`src/pkg/sdc_pkg.sv`:
```
// Notes on behaviour
// - Torque scale resets zero, 6.25 percent steps
// - Slew select resets zero, four edge rates
// - PWM off-time resets to code 01
// - Decay mode resets to 111, eight schemes
// - Output disable bit tri-states bridges; variant reset
// - Outputs high impedance when bit OR pin
// - Direction source: pin at zero, register one
// - Step source: pin at zero, register one
// - Register direction bit steers indexer direction
// - Register step write advances exactly one step
// - Step bit self-clears, always reads zero
// - Substep resolution resets 0000, codes to 1010
// - Lock code 110 blocks writes to registers 03 to 05, 011 unlocks
package sdc_pkg;

    // ------------------------------------------------------------
    // Serial frame: [15] zero, [14] read, [13:8] address, [7:0] data
    // ------------------------------------------------------------
    localparam int ADDR_W = 6;
    localparam logic [4:0] FRAME_BITS = 5'h10;
    localparam logic [4:0] ADDR_DONE_CNT = 5'h07;
    localparam logic [4:0] CNT_MAX = 5'h1F;
    localparam int FRAME_ZERO_BIT = 15;
    localparam int FRAME_READ_BIT = 14;

    // ------------------------------------------------------------
    // Register offsets
    // ------------------------------------------------------------
    localparam logic [5:0] ADDR_TORQUE_SLEW = 6'h03;
    localparam logic [5:0] ADDR_OUTPUT_CHOP = 6'h04;
    localparam logic [5:0] ADDR_STEP_MOTION = 6'h05;
    localparam logic [5:0] ADDR_LOCK_CTRL = 6'h06;

    // ------------------------------------------------------------
    // Field positions
    // ------------------------------------------------------------
    localparam int TORQUE_LSB = 4;
    localparam int SLEW_LSB = 0;
    localparam int HIZ_BIT = 7;
    localparam int OFF_TIME_LSB = 3;
    localparam int DECAY_LSB = 0;
    localparam int DIR_BIT = 7;
    localparam int STEP_BIT = 6;
    localparam int SRC_DIR_BIT = 5;
    localparam int SRC_STEP_BIT = 4;
    localparam int SUBSTEP_LSB = 0;
    localparam int FLT_CLR_BIT = 7;
    localparam int LOCK_LSB = 4;

    // ------------------------------------------------------------
    // Reset values and codes
    // ------------------------------------------------------------
    localparam logic [7:0] TORQUE_SLEW_RESET = 8'h00;
    localparam logic [6:0] OUTPUT_CHOP_RESET = 7'h0F;
    localparam logic [7:0] STEP_MOTION_RESET = 8'h00;
    localparam logic [7:0] STEP_CLEAR_MASK = 8'hBF;
    localparam logic [2:0] LOCK_ON = 3'h6;
    localparam logic [2:0] LOCK_OFF = 3'h3;

endpackage : sdc_pkg

```
`src/rtl/sdc_regs.sv`:
```
`timescale 1ns/1ns
module sdc_regs
    import sdc_pkg::*;
#(
    // Output disable reset value differs between device variants
    parameter logic HIZ_RESET = 1'b0
)
(
    input wire logic sys_clk,
    input wire logic srst,
    input wire logic spi_sclk,
    input wire logic spi_cs_n,
    input wire logic spi_mosi,
    output logic spi_miso,
    output logic spi_miso_oe_n,
    input wire logic step_pin,
    input wire logic dir_pin,
    input wire logic drive_off_pin,
    output logic [3:0] torque_scale,
    output logic [1:0] slew_select,
    output logic [1:0] pwm_off_time,
    output logic [2:0] decay_mode,
    output logic [3:0] substep_resolution,
    output logic step_dir,
    output logic step_pulse,
    output logic outputs_hiz,
    output logic fault_clear_pulse
);

    // ------------------------------------------------------------
    // State
    // ------------------------------------------------------------
    typedef struct packed {
        logic sclk_m;
        logic sclk_s;
        logic sclk_p;
        logic cs_m;
        logic cs_s;
        logic cs_p;
        logic mosi_m;
        logic mosi_s;
        logic step_m;
        logic step_s;
        logic step_p;
        logic dir_m;
        logic dir_s;
        logic off_m;
        logic off_s;
        logic [4:0] bit_cnt;
        logic [15:0] shift_in;
        logic [7:0] shift_out;
        logic miso;
        logic miso_oe_n;
        logic [7:0] torque_slew;
        logic [7:0] output_chop;
        logic [7:0] step_motion;
        logic [2:0] lock;
        logic step_pulse;
        logic step_dir;
        logic hiz;
        logic flt_clr;
    } sdc_state_s;

    localparam sdc_state_s RST_STATE = '{
        cs_m: 1'b1,
        cs_s: 1'b1,
        cs_p: 1'b1,
        miso_oe_n: 1'b1,
        torque_slew: TORQUE_SLEW_RESET,
        output_chop: {HIZ_RESET, OUTPUT_CHOP_RESET},
        step_motion: STEP_MOTION_RESET,
        lock: LOCK_OFF,
        hiz: HIZ_RESET,
        default: '0
    };

    sdc_state_s q;
    sdc_state_s d;

    function automatic logic hit(input logic [5:0] addr, input logic [5:0] target);
        hit = (addr == target);
    endfunction : hit

    function automatic logic [7:0] read_mux(input logic [5:0] addr, input sdc_state_s s);
        read_mux = 8'h00;
        if (hit(addr, ADDR_TORQUE_SLEW))
            read_mux = s.torque_slew;
        else if (hit(addr, ADDR_OUTPUT_CHOP))
            read_mux = s.output_chop;
        else if (hit(addr, ADDR_STEP_MOTION))
            read_mux = s.step_motion;
        else if (hit(addr, ADDR_LOCK_CTRL))
            read_mux = {1'b0, s.lock, 4'h0};
    endfunction : read_mux

    // ------------------------------------------------------------
    // Frame decode
    // ------------------------------------------------------------
    logic sclk_rise;
    logic sclk_fall;
    logic in_frame;
    logic commit;
    logic locked;
    logic [5:0] waddr;
    logic [7:0] wdata;
    logic [2:0] lock_new;
    logic reg_step;
    logic pin_step;

    assign sclk_rise = q.sclk_s & ~q.sclk_p;
    assign sclk_fall = ~q.sclk_s & q.sclk_p;
    assign in_frame = ~q.cs_s;
    // A frame only counts when exactly sixteen bits arrived before select rose
    assign commit = q.cs_s & ~q.cs_p & (q.bit_cnt == FRAME_BITS)
        & ~q.shift_in[FRAME_ZERO_BIT] & ~q.shift_in[FRAME_READ_BIT];
    assign locked = (q.lock == LOCK_ON);
    assign waddr = q.shift_in[13:8];
    assign wdata = q.shift_in[7:0];
    assign lock_new = wdata[LOCK_LSB +: 3];
    assign reg_step = commit & hit(waddr, ADDR_STEP_MOTION) & ~locked
        & wdata[STEP_BIT] & wdata[SRC_STEP_BIT];
    assign pin_step = ~q.step_motion[SRC_STEP_BIT] & q.step_s & ~q.step_p;

    // ------------------------------------------------------------
    // Next state
    // ------------------------------------------------------------
    always_comb
    begin
        d = q;
        d.sclk_m = spi_sclk;
        d.sclk_s = q.sclk_m;
        d.sclk_p = q.sclk_s;
        d.cs_m = spi_cs_n;
        d.cs_s = q.cs_m;
        d.cs_p = q.cs_s;
        d.mosi_m = spi_mosi;
        d.mosi_s = q.mosi_m;
        d.step_m = step_pin;
        d.step_s = q.step_m;
        d.step_p = q.step_s;
        d.dir_m = dir_pin;
        d.dir_s = q.dir_m;
        d.off_m = drive_off_pin;
        d.off_s = q.off_m;
        d.miso_oe_n = q.cs_s;

        if (!in_frame)
        begin
            d.bit_cnt = 5'h00;
            d.shift_out = 8'h00;
            d.miso = 1'b0;
        end
        else
        begin
            // Sample on the falling edge, shift out on the rising edge
            if (sclk_fall)
            begin
                d.shift_in = {q.shift_in[14:0], q.mosi_s};
                if (q.bit_cnt != CNT_MAX)
                    d.bit_cnt = 5'(q.bit_cnt + 5'h01);
                if (q.bit_cnt == ADDR_DONE_CNT)
                    d.shift_out = read_mux({q.shift_in[4:0], q.mosi_s}, q);
            end
            if (sclk_rise)
            begin
                d.miso = q.shift_out[7];
                d.shift_out = {q.shift_out[6:0], 1'b0};
            end
        end

        if (commit && !locked)
        begin
            if (hit(waddr, ADDR_TORQUE_SLEW))
                d.torque_slew = wdata;
            if (hit(waddr, ADDR_OUTPUT_CHOP))
                d.output_chop = wdata;
            if (hit(waddr, ADDR_STEP_MOTION))
                d.step_motion = wdata & STEP_CLEAR_MASK;
        end

        if (commit && hit(waddr, ADDR_LOCK_CTRL))
        begin
            if (!locked && lock_new == LOCK_ON)
                d.lock = LOCK_ON;
            else if (locked && lock_new == LOCK_OFF)
                d.lock = LOCK_OFF;
        end
        // Fault clear stays writable even while locked
        d.flt_clr = commit & hit(waddr, ADDR_LOCK_CTRL) & wdata[FLT_CLR_BIT];

        d.step_pulse = reg_step | pin_step;
        d.step_dir = q.step_motion[SRC_DIR_BIT] ? q.step_motion[DIR_BIT] : q.dir_s;
        d.hiz = q.output_chop[HIZ_BIT] | q.off_s;
    end

    always_ff @(posedge sys_clk)
    begin
        if (srst)
            q <= RST_STATE;
        else
            q <= d;
    end

    // ------------------------------------------------------------
    // Outputs
    // ------------------------------------------------------------
    assign spi_miso = q.miso;
    assign spi_miso_oe_n = q.miso_oe_n;
    assign torque_scale = q.torque_slew[TORQUE_LSB +: 4];
    assign slew_select = q.torque_slew[SLEW_LSB +: 2];
    assign pwm_off_time = q.output_chop[OFF_TIME_LSB +: 2];
    assign decay_mode = q.output_chop[DECAY_LSB +: 3];
    assign substep_resolution = q.step_motion[SUBSTEP_LSB +: 4];
    assign step_dir = q.step_dir;
    assign step_pulse = q.step_pulse;
    assign outputs_hiz = q.hiz;
    assign fault_clear_pulse = q.flt_clr;
endmodule : sdc_regs

```
`config.mk`:
```
export PLATFORM = sky130hd
export DESIGN_NAME = sdc_regs
export DESIGN_NICKNAME = d
export VERILOG_FILES = /design/src/pkg/sdc_pkg.sv /design/src/rtl/sdc_regs.sv
export SDC_FILE = /design/constraint.sdc
export NUM_CORES = 1
export LEC_CHECK = 0
export BUFFER_PORTS_ARGS = -buffer_cell sky130_fd_sc_hd__buf_2
export CORE_UTILIZATION = 55
export CTS_BUF_LIST = sky130_fd_sc_hd__clkbuf_4 sky130_fd_sc_hd__clkbuf_8
export DETAILED_ROUTE_END_ITERATION = 7
export HOLD_SLACK_MARGIN = 0.12
export PLACE_DENSITY = 0.85
export RECOVER_POWER = 100
export SLEW_MARGIN = 20
export SYNTH_ARGS = -nofsm -noshare
export SYNTH_HDL_FRONTEND = slang
export SYNTH_SLANG_ARGS = --single-unit
```
`constraint.sdc`:
```
create_clock -name sys_clk -period 1.7 [get_ports sys_clk]
set_input_delay 0.085 -clock sys_clk [delete_from_list [all_inputs] [get_ports sys_clk]]
set_output_delay 0.085 -clock sys_clk [all_outputs]
set_load 0.02 [all_outputs]
```
==> impl_metrics.toml, run 1 <==
[sta]
post-route-period-util_pct = 100
slew_viol_final = 0
fin_worst_skew_ns = 0.00889
fmax_mhz = 587
hold_violations = 0
rsz0062_at_grt = "yes"
setup_slack_ns = -0.00365
maxSlewHeadroom_pct = 68.9
finalSetupTns_ns = -0.00365
fin_crit_ns = 1.70
setup_viol = 1
worstMarginPinSlew_ns = 0.461

[floorplan]
core_area_um2 = 5680
dieArea_um2 = 6350
die_height_um = 79.7
start_util_pct = 58.5
rows = 27
io-pin-count = 29
die-width_um = 79.7

[synth]
yosys-top-cells-area = "dfxtp_1, mux2i_1, nand2_1, a21oi_1, buf_4"
yosysUniqueCellTypes = 53
yosys.area.top_type = "dfxtp_1"
syn_inst = 368
synth-seq-cells = 74
synth_edf_count = 0
syn_area_per_cell_um2 = 9.02
yosysMostFrequentCell = "dfxtp_1"
syn_area_um2 = 3320
ys.warnings.count = 0
synth_commonest_cells = "dfxtp_1, nand2_1, a21oi_1, nor2_1, mux2i_1"
syn_nets = 381
seq_area_frac_synth_pct = 44.6
async_flop_share_pct = 0
synth_ff_type = "dfxtp_1"
synth_top_area_share_pct = 44.6

[power]
p_leak_nw = 1.40
power_frac_comb_pct = 3.5
power_frac_seq_pct = 54.4
ir_drop_mv = 0.523
p_sw_share_pct = 23.1
p_per_area_nw_per_um2 = 851
p_int_mw = 2.49
p_sw_mw = 0.745
clkPwrFrac_pct = 42.1

[setup_path]
worstPathCellList = "buf_4, nor4b_4, nand4_1, or4_4, o311a_1"
cp.required_ns = 1.94
critical_path_class = "flip-flop to flip-flop"
cp-end-kind = "flip-flop"
crit_fanout = 3
crit_buf_inv = 1
crit_family = "simple AND/OR/NAND/NOR gates"
critical_path_arrival_ns = 1.94
slowest_delay_ns = 0.55
cp_slowest_cell = "or4_4"
critPathLaunchType = "flip-flop"

[placed_design]
gp_congestion = 0.835
dp_hpwl_mm = 5.26
dp_slack_ns = 0.000304
place.port_buffers = 28

[route]
drt_iter0_drc = 205
drt-pass1-iter-count = 5
num_vias = 2813
via_per_inst = 5.81
routed_wl_mm = 7.78
antenna_left = 0
route.detailed.drc = 0
routedWlPerCell_um = 16.1

[finish]
drive_gt1_share_pct = 18.0
area_delta_synth_final_pct = 14.4
antennaDiodeCount = 0
fin_nets = 420

[clock_network]
cts_tree = "built"
htreeDepth = 3
cts_buffer_depth = 2
cts.sinks = 74
numCtsBuffers = 9
root_buffer = "clkbuf_8"
clkTransAtPathRegs_ns = 0.08
worstSkewPairLatency_ns = 0.35

[global_route]
grt_pass1_vias = 2768
grt_max_degree = 31
track_usage_pct = 26.9
grt-ovfl-total = 0
antenna_found_initial = 0
grt_pass1_wl_mm = 12.8

[worst_hold_path]
hold_class = "flip-flop to flip-flop"

[status]
failed_checks = "setup timing"
status = "complete, but fails checks"

[run]
cap_viol_max_count = 0
==> metrics by stage <==
step | std cells | instance area [um2] | utilization [%] | hold slack, ns | total power [mW]
6_report | 484 | 3800 | 66.9 | 0.431 | 3.23
5_1_grt | 484 | 3800 | 66.9 | 0.445 | 3.35
4_1_cts | 480 | 3780 | 66.5 | 0.428 | 3.25
3_5_place_dp | 456 | 3490 | 61.5 | 0.275 | 1.89
3_3_place_gp | 456 | 3490 | 61.5 | 0.270 | 1.89
2_1_floorplan | 368 | 3320 | - | 0.189 | 1.87
==> layout make-up <==
class                   count  area, um2
clock buffers               9        124
well taps                  72       90.1
fillers                   428       1880
clock inverters             7       77.6
repair buffers             64        402
inverters                  11       41.3
multi-input cells         247       1580
flip-flops and latches     74       1490
==> flip-flops by register name, summed over array words and instances (netlist names), 2 cells and up <==
name / count
slew_select: 2
pwm_off_time: 2
q: 41
lock_new: 3
d: 9
torque_scale: 4
decay_mode: 3
substep_resolution: 4
==> logic make-up (layout without fill, tap and decap cells) <==
logic type | Yosys count | in the layout | share of synthesized area, %
adder cells (fa/ha/maj) | 5 | 5 | 1.88
AO/OA/AOI/OAI | 71 | 71 | 13.3
XOR/XNOR | 3 | 3 | 0.792
AND/OR/NAND/NOR | 144 | 144 | 23.6
buffers and inverters | 47 | 91 | 8.52
multiplexers | 24 | 24 | 7.24
flip-flops | 74 | 74 | 44.6
==> power by group through the flow <==
stage	logic, mW	clock network [mW]	registers (mW)
6_report	0.113	1.36	1.76
5_1_grt	0.124	1.47	1.76
4_1_cts	0.110	1.39	1.76
3_5_place_dp	0.0958	0	1.80
3_3_place_gp	0.0921	0	1.80
2_1_floorplan	0.0680	0	1.80
==> cell usage in the layout (no fill, tap or decap), types with 2 or more instances in the layout <==
master and n:
dfxtp_1 70, nand2_1 53, a21oi_1 30, nor2_1 27
buf_4 25, mux2i_1 24, clkbuf_1 22, nor2b_1 14
nand4_1 11, o21ai_0 11, inv_1 9, o31ai_1 9
clkbuf_8 9, dlygate4sd3_1 8, nand2b_1 7, buf_2 7
o211ai_1 5, ha_1 5, nor3_1 4, dfxtp_2 4
or2_2 3, nand4b_1 3, clkinv_4 3, inv_2 2
and3_2 2, nor4b_4 2, and4_1 2, xor2_1 2
nand3b_1 2, a21boi_0 2, o21bai_1 2
==> worst paths after layout <==
kind	depth (start not counted)	end	slack, ns	from
min	1	d[74]	0.43	d[75]
max reg2reg	5	q[4]	-0.004	q[56]
max	5	q[4]	-0.004	q[56]
min reg2reg	1	d[74]	0.43	d[75]
==> timing repair <==
action,in CTS,in global routing
buffers inserted,0,4
endpoints found under the hold margin,14,0
pin swaps,0,3
resized for setup,2,12
hold buffers,8,0
setup endpoints to repair,10,18
==> metal layers <==
layer | global-route usage (%) | vias to the layer above | share of wire (%)
li1 | - | 1340 | -
met1 | 29.9 | 1341 | 40
met2 | 46.6 | 104 | 51
met3 | 6.40 | 28 | 5.7
met4 | 15.1 | 0 | 2.8
met5 | 0 | - | 0
(Power assumes the default switching activity.)
==> run 2: changes to the inputs <==
Settings changed: ABC_AREA set to 1, GPL_ROUTABILITY_DRIVEN set to 1.
==> impl_metrics.toml, run 2 <==
[status]
status = "complete, no violations"

[floorplan]
io-pin-count = 29
rows = 27
start_util_pct = 58.1
die_height_um = 79.0
dieArea_um2 = 6240
core_area_um2 = 5610
die-width_um = 79.0

[synth]
yosys.area.top_type = "dfxtp_1"
yosys-top-cells-area = "dfxtp_1, nor2_1, inv_1, nand2_1, a21oi_1"
synth_commonest_cells = "nor2_1, dfxtp_1, inv_1, nand2_1, a21oi_1"
yosysUniqueCellTypes = 28
synth_top_area_share_pct = 45.4
synth_ff_type = "dfxtp_1"
syn_area_um2 = 3260
ys.warnings.count = 0
seq_area_frac_synth_pct = 45.4
yosysMostFrequentCell = "nor2_1"
syn_inst = 462
async_flop_share_pct = 0
synth_edf_count = 0
syn_nets = 475
synth-seq-cells = 74
syn_area_per_cell_um2 = 7.06

[route]
drt-pass1-iter-count = 5
routedWlPerCell_um = 13.3
antenna_left = 0
route.detailed.drc = 0
num_vias = 2950
routed_wl_mm = 7.56
drt_iter0_drc = 232
via_per_inst = 5.20

[finish]
drive_gt1_share_pct = 12.5
final_common_cell = "nor2_1"
fin_nets = 503
fillers = 491
top_register = "q"
seq_area_um2 = 1480
area_delta_synth_final_pct = 14.1
largest_register_ffs = 41
final_cell_mix = "nor2_1, dfxtp_1, inv_1"
antennaDiodeCount = 0
multi_input_area_um2 = 1360

[sta]
hold_violations = 0
fmax_mhz = 619
finalSetupTns_ns = 0
worstMarginPinSlew_ns = 0.697
slew_viol_final = 0
fin_crit_ns = 1.62
fin_worst_skew_ns = 0.0119
maxSlewHeadroom_pct = 53.5
setup_viol = 0
post-route-period-util_pct = 95.0

[clock_network]
cts_buffer_depth = 2
clkTransAtPathRegs_ns = 0.08
htreeDepth = 3
root_buffer = "clkbuf_8"
worstSkewPairLatency_ns = 0.35
cts_tree = "built"
cts.sinks = 74
numCtsBuffers = 9

[power]
ir_drop_mv = 0.754
power_frac_comb_pct = 3.4
p_per_area_nw_per_um2 = 934
p_total_mw = 3.47
p_leak_nw = 1.68
p_sw_mw = 0.733
power_frac_seq_pct = 50.8
p_int_mw = 2.74
clkPwrFrac_pct = 45.9
p_sw_share_pct = 21.1

[setup_path]
cp.required_ns = 1.94
critical_path_arrival_ns = 1.86
critPathLaunchType = "flip-flop"
critical_path_class = "flip-flop to flip-flop"
ff2ff_setup_slack_ns = 0.08
crit_fanout = 13
cp-end-kind = "flip-flop"

[global_route]
grt-ovfl-total = 0
grt_pass1_wl_mm = 12.0
track_usage_pct = 25.2
grt_pass1_vias = 2572
antenna_found_initial = 0
grt_max_degree = 41

[placed_design]
gp_congestion = 0.945
dp_hpwl_mm = 4.96
place.port_buffers = 28

[run]
cap_viol_max_count = 0

[worst_hold_path]
hold_class = "flip-flop to flip-flop"
==> run 2: cell count changes after synthesis, sizes merged, moves of 9 or more <==
| cell | change |
|---|---|
| a21oi | +9 |
| inv | +65 |
| mux2i | -24 |
| nand2 | +16 |
| nand3 | +22 |
| nor2 | +57 |
| nor2b | -15 |
| o21ai | +33 |
| o31ai | -9 |
==> run 2: through the flow <==
stage	instance area [um2]	hold slack (ns)	util [%]	std cells	setup WS, ns
2_1_floorplan	3260	0.189	-	462	0.245
3_3_place_gp	3370	0.269	60.1	540	0.114
3_5_place_dp	3370	0.269	60.1	540	0.0185
4_1_cts	3690	0.407	65.8	565	0.0724
5_1_grt	3720	0.411	66.3	567	-0.0224
6_report	3720	0.406	66.3	567	0.0850
==> run 2: final cells by class <==
| class | count | area share [%] |
|---|---|---|
| flip-flops and latches | 74 | 39.9 |
| inverters | 76 | 7.67 |
| repair buffers | 47 | 7.13 |
| well taps | 72 | 2.42 |
| clock inverters | 4 | 1.95 |
| multi-input cells | 282 | 36.5 |
| clock buffers | 12 | 4.44 |
==> run 2: cell families (layout without fill, tap and decap cells) <==
family                   Yosys count  in the layout  share of synthesized area, %
buffers and inverters            106            139                          14.3
flip-flops                        74             74                          45.4
AO/OA/AOI/OAI                     84             84                          13.1
adder cells (fa/ha/maj)            5              5                          1.92
AND/OR/NAND/NOR                  193            193                          25.2
==> run 2: worst paths after layout <==
check,startpoint,end,depth (start not counted)
setup / recovery,q[57],substep_resolution[0],10
hold / removal,d[75],d[74],2
setup reg to reg,q[57],substep_resolution[0],10
hold reg to reg,d[75],d[74],2
==> run 2: per-layer routing <==
metal / up-vias / part of all wire [%] / global-route usage (%)
met2: 125 / 48 / 42.6
met3: 20 / 7.9 / 5.40
met4: 0 / 2.2 / 9.27
li1: 1480 / - / -
met1: 1325 / 42 / 31.3
met5: - / 0 / 0
==> run 2: timing repair <==
item | in CTS | in global routing
resized for setup | 0 | 14
pin swaps | 0 | 5
endpoints found under the setup margin | 1 | 17
buffers inserted | 2 | 2
hold endpoints to repair | 8 | 0
hold buffers | 7 | 0
==> run 2: worst max-delay path: stages, from the launching register on <==
cell and delay, ns:
dfxtp_1 0.33, inv_1 0.08, ha_1 0.15, nand2_1 0.05, inv_1 0.07, nand3_1 0.12
nor3_4 0.21, buf_4 0.17, nand2_8 0.09, o21ai_1 0.17, nor2_1 0.06
==> run 2: power by group through the flow <==
stage	combinational, mW	sequential [mW]	clock (mW)
6_report	0.117	1.76	1.59
5_1_grt	0.127	1.76	1.69
4_1_cts	0.111	1.76	1.61
3_5_place_dp	0.0974	1.80	0
3_3_place_gp	0.0943	1.80	0
2_1_floorplan	0.0648	1.80	0
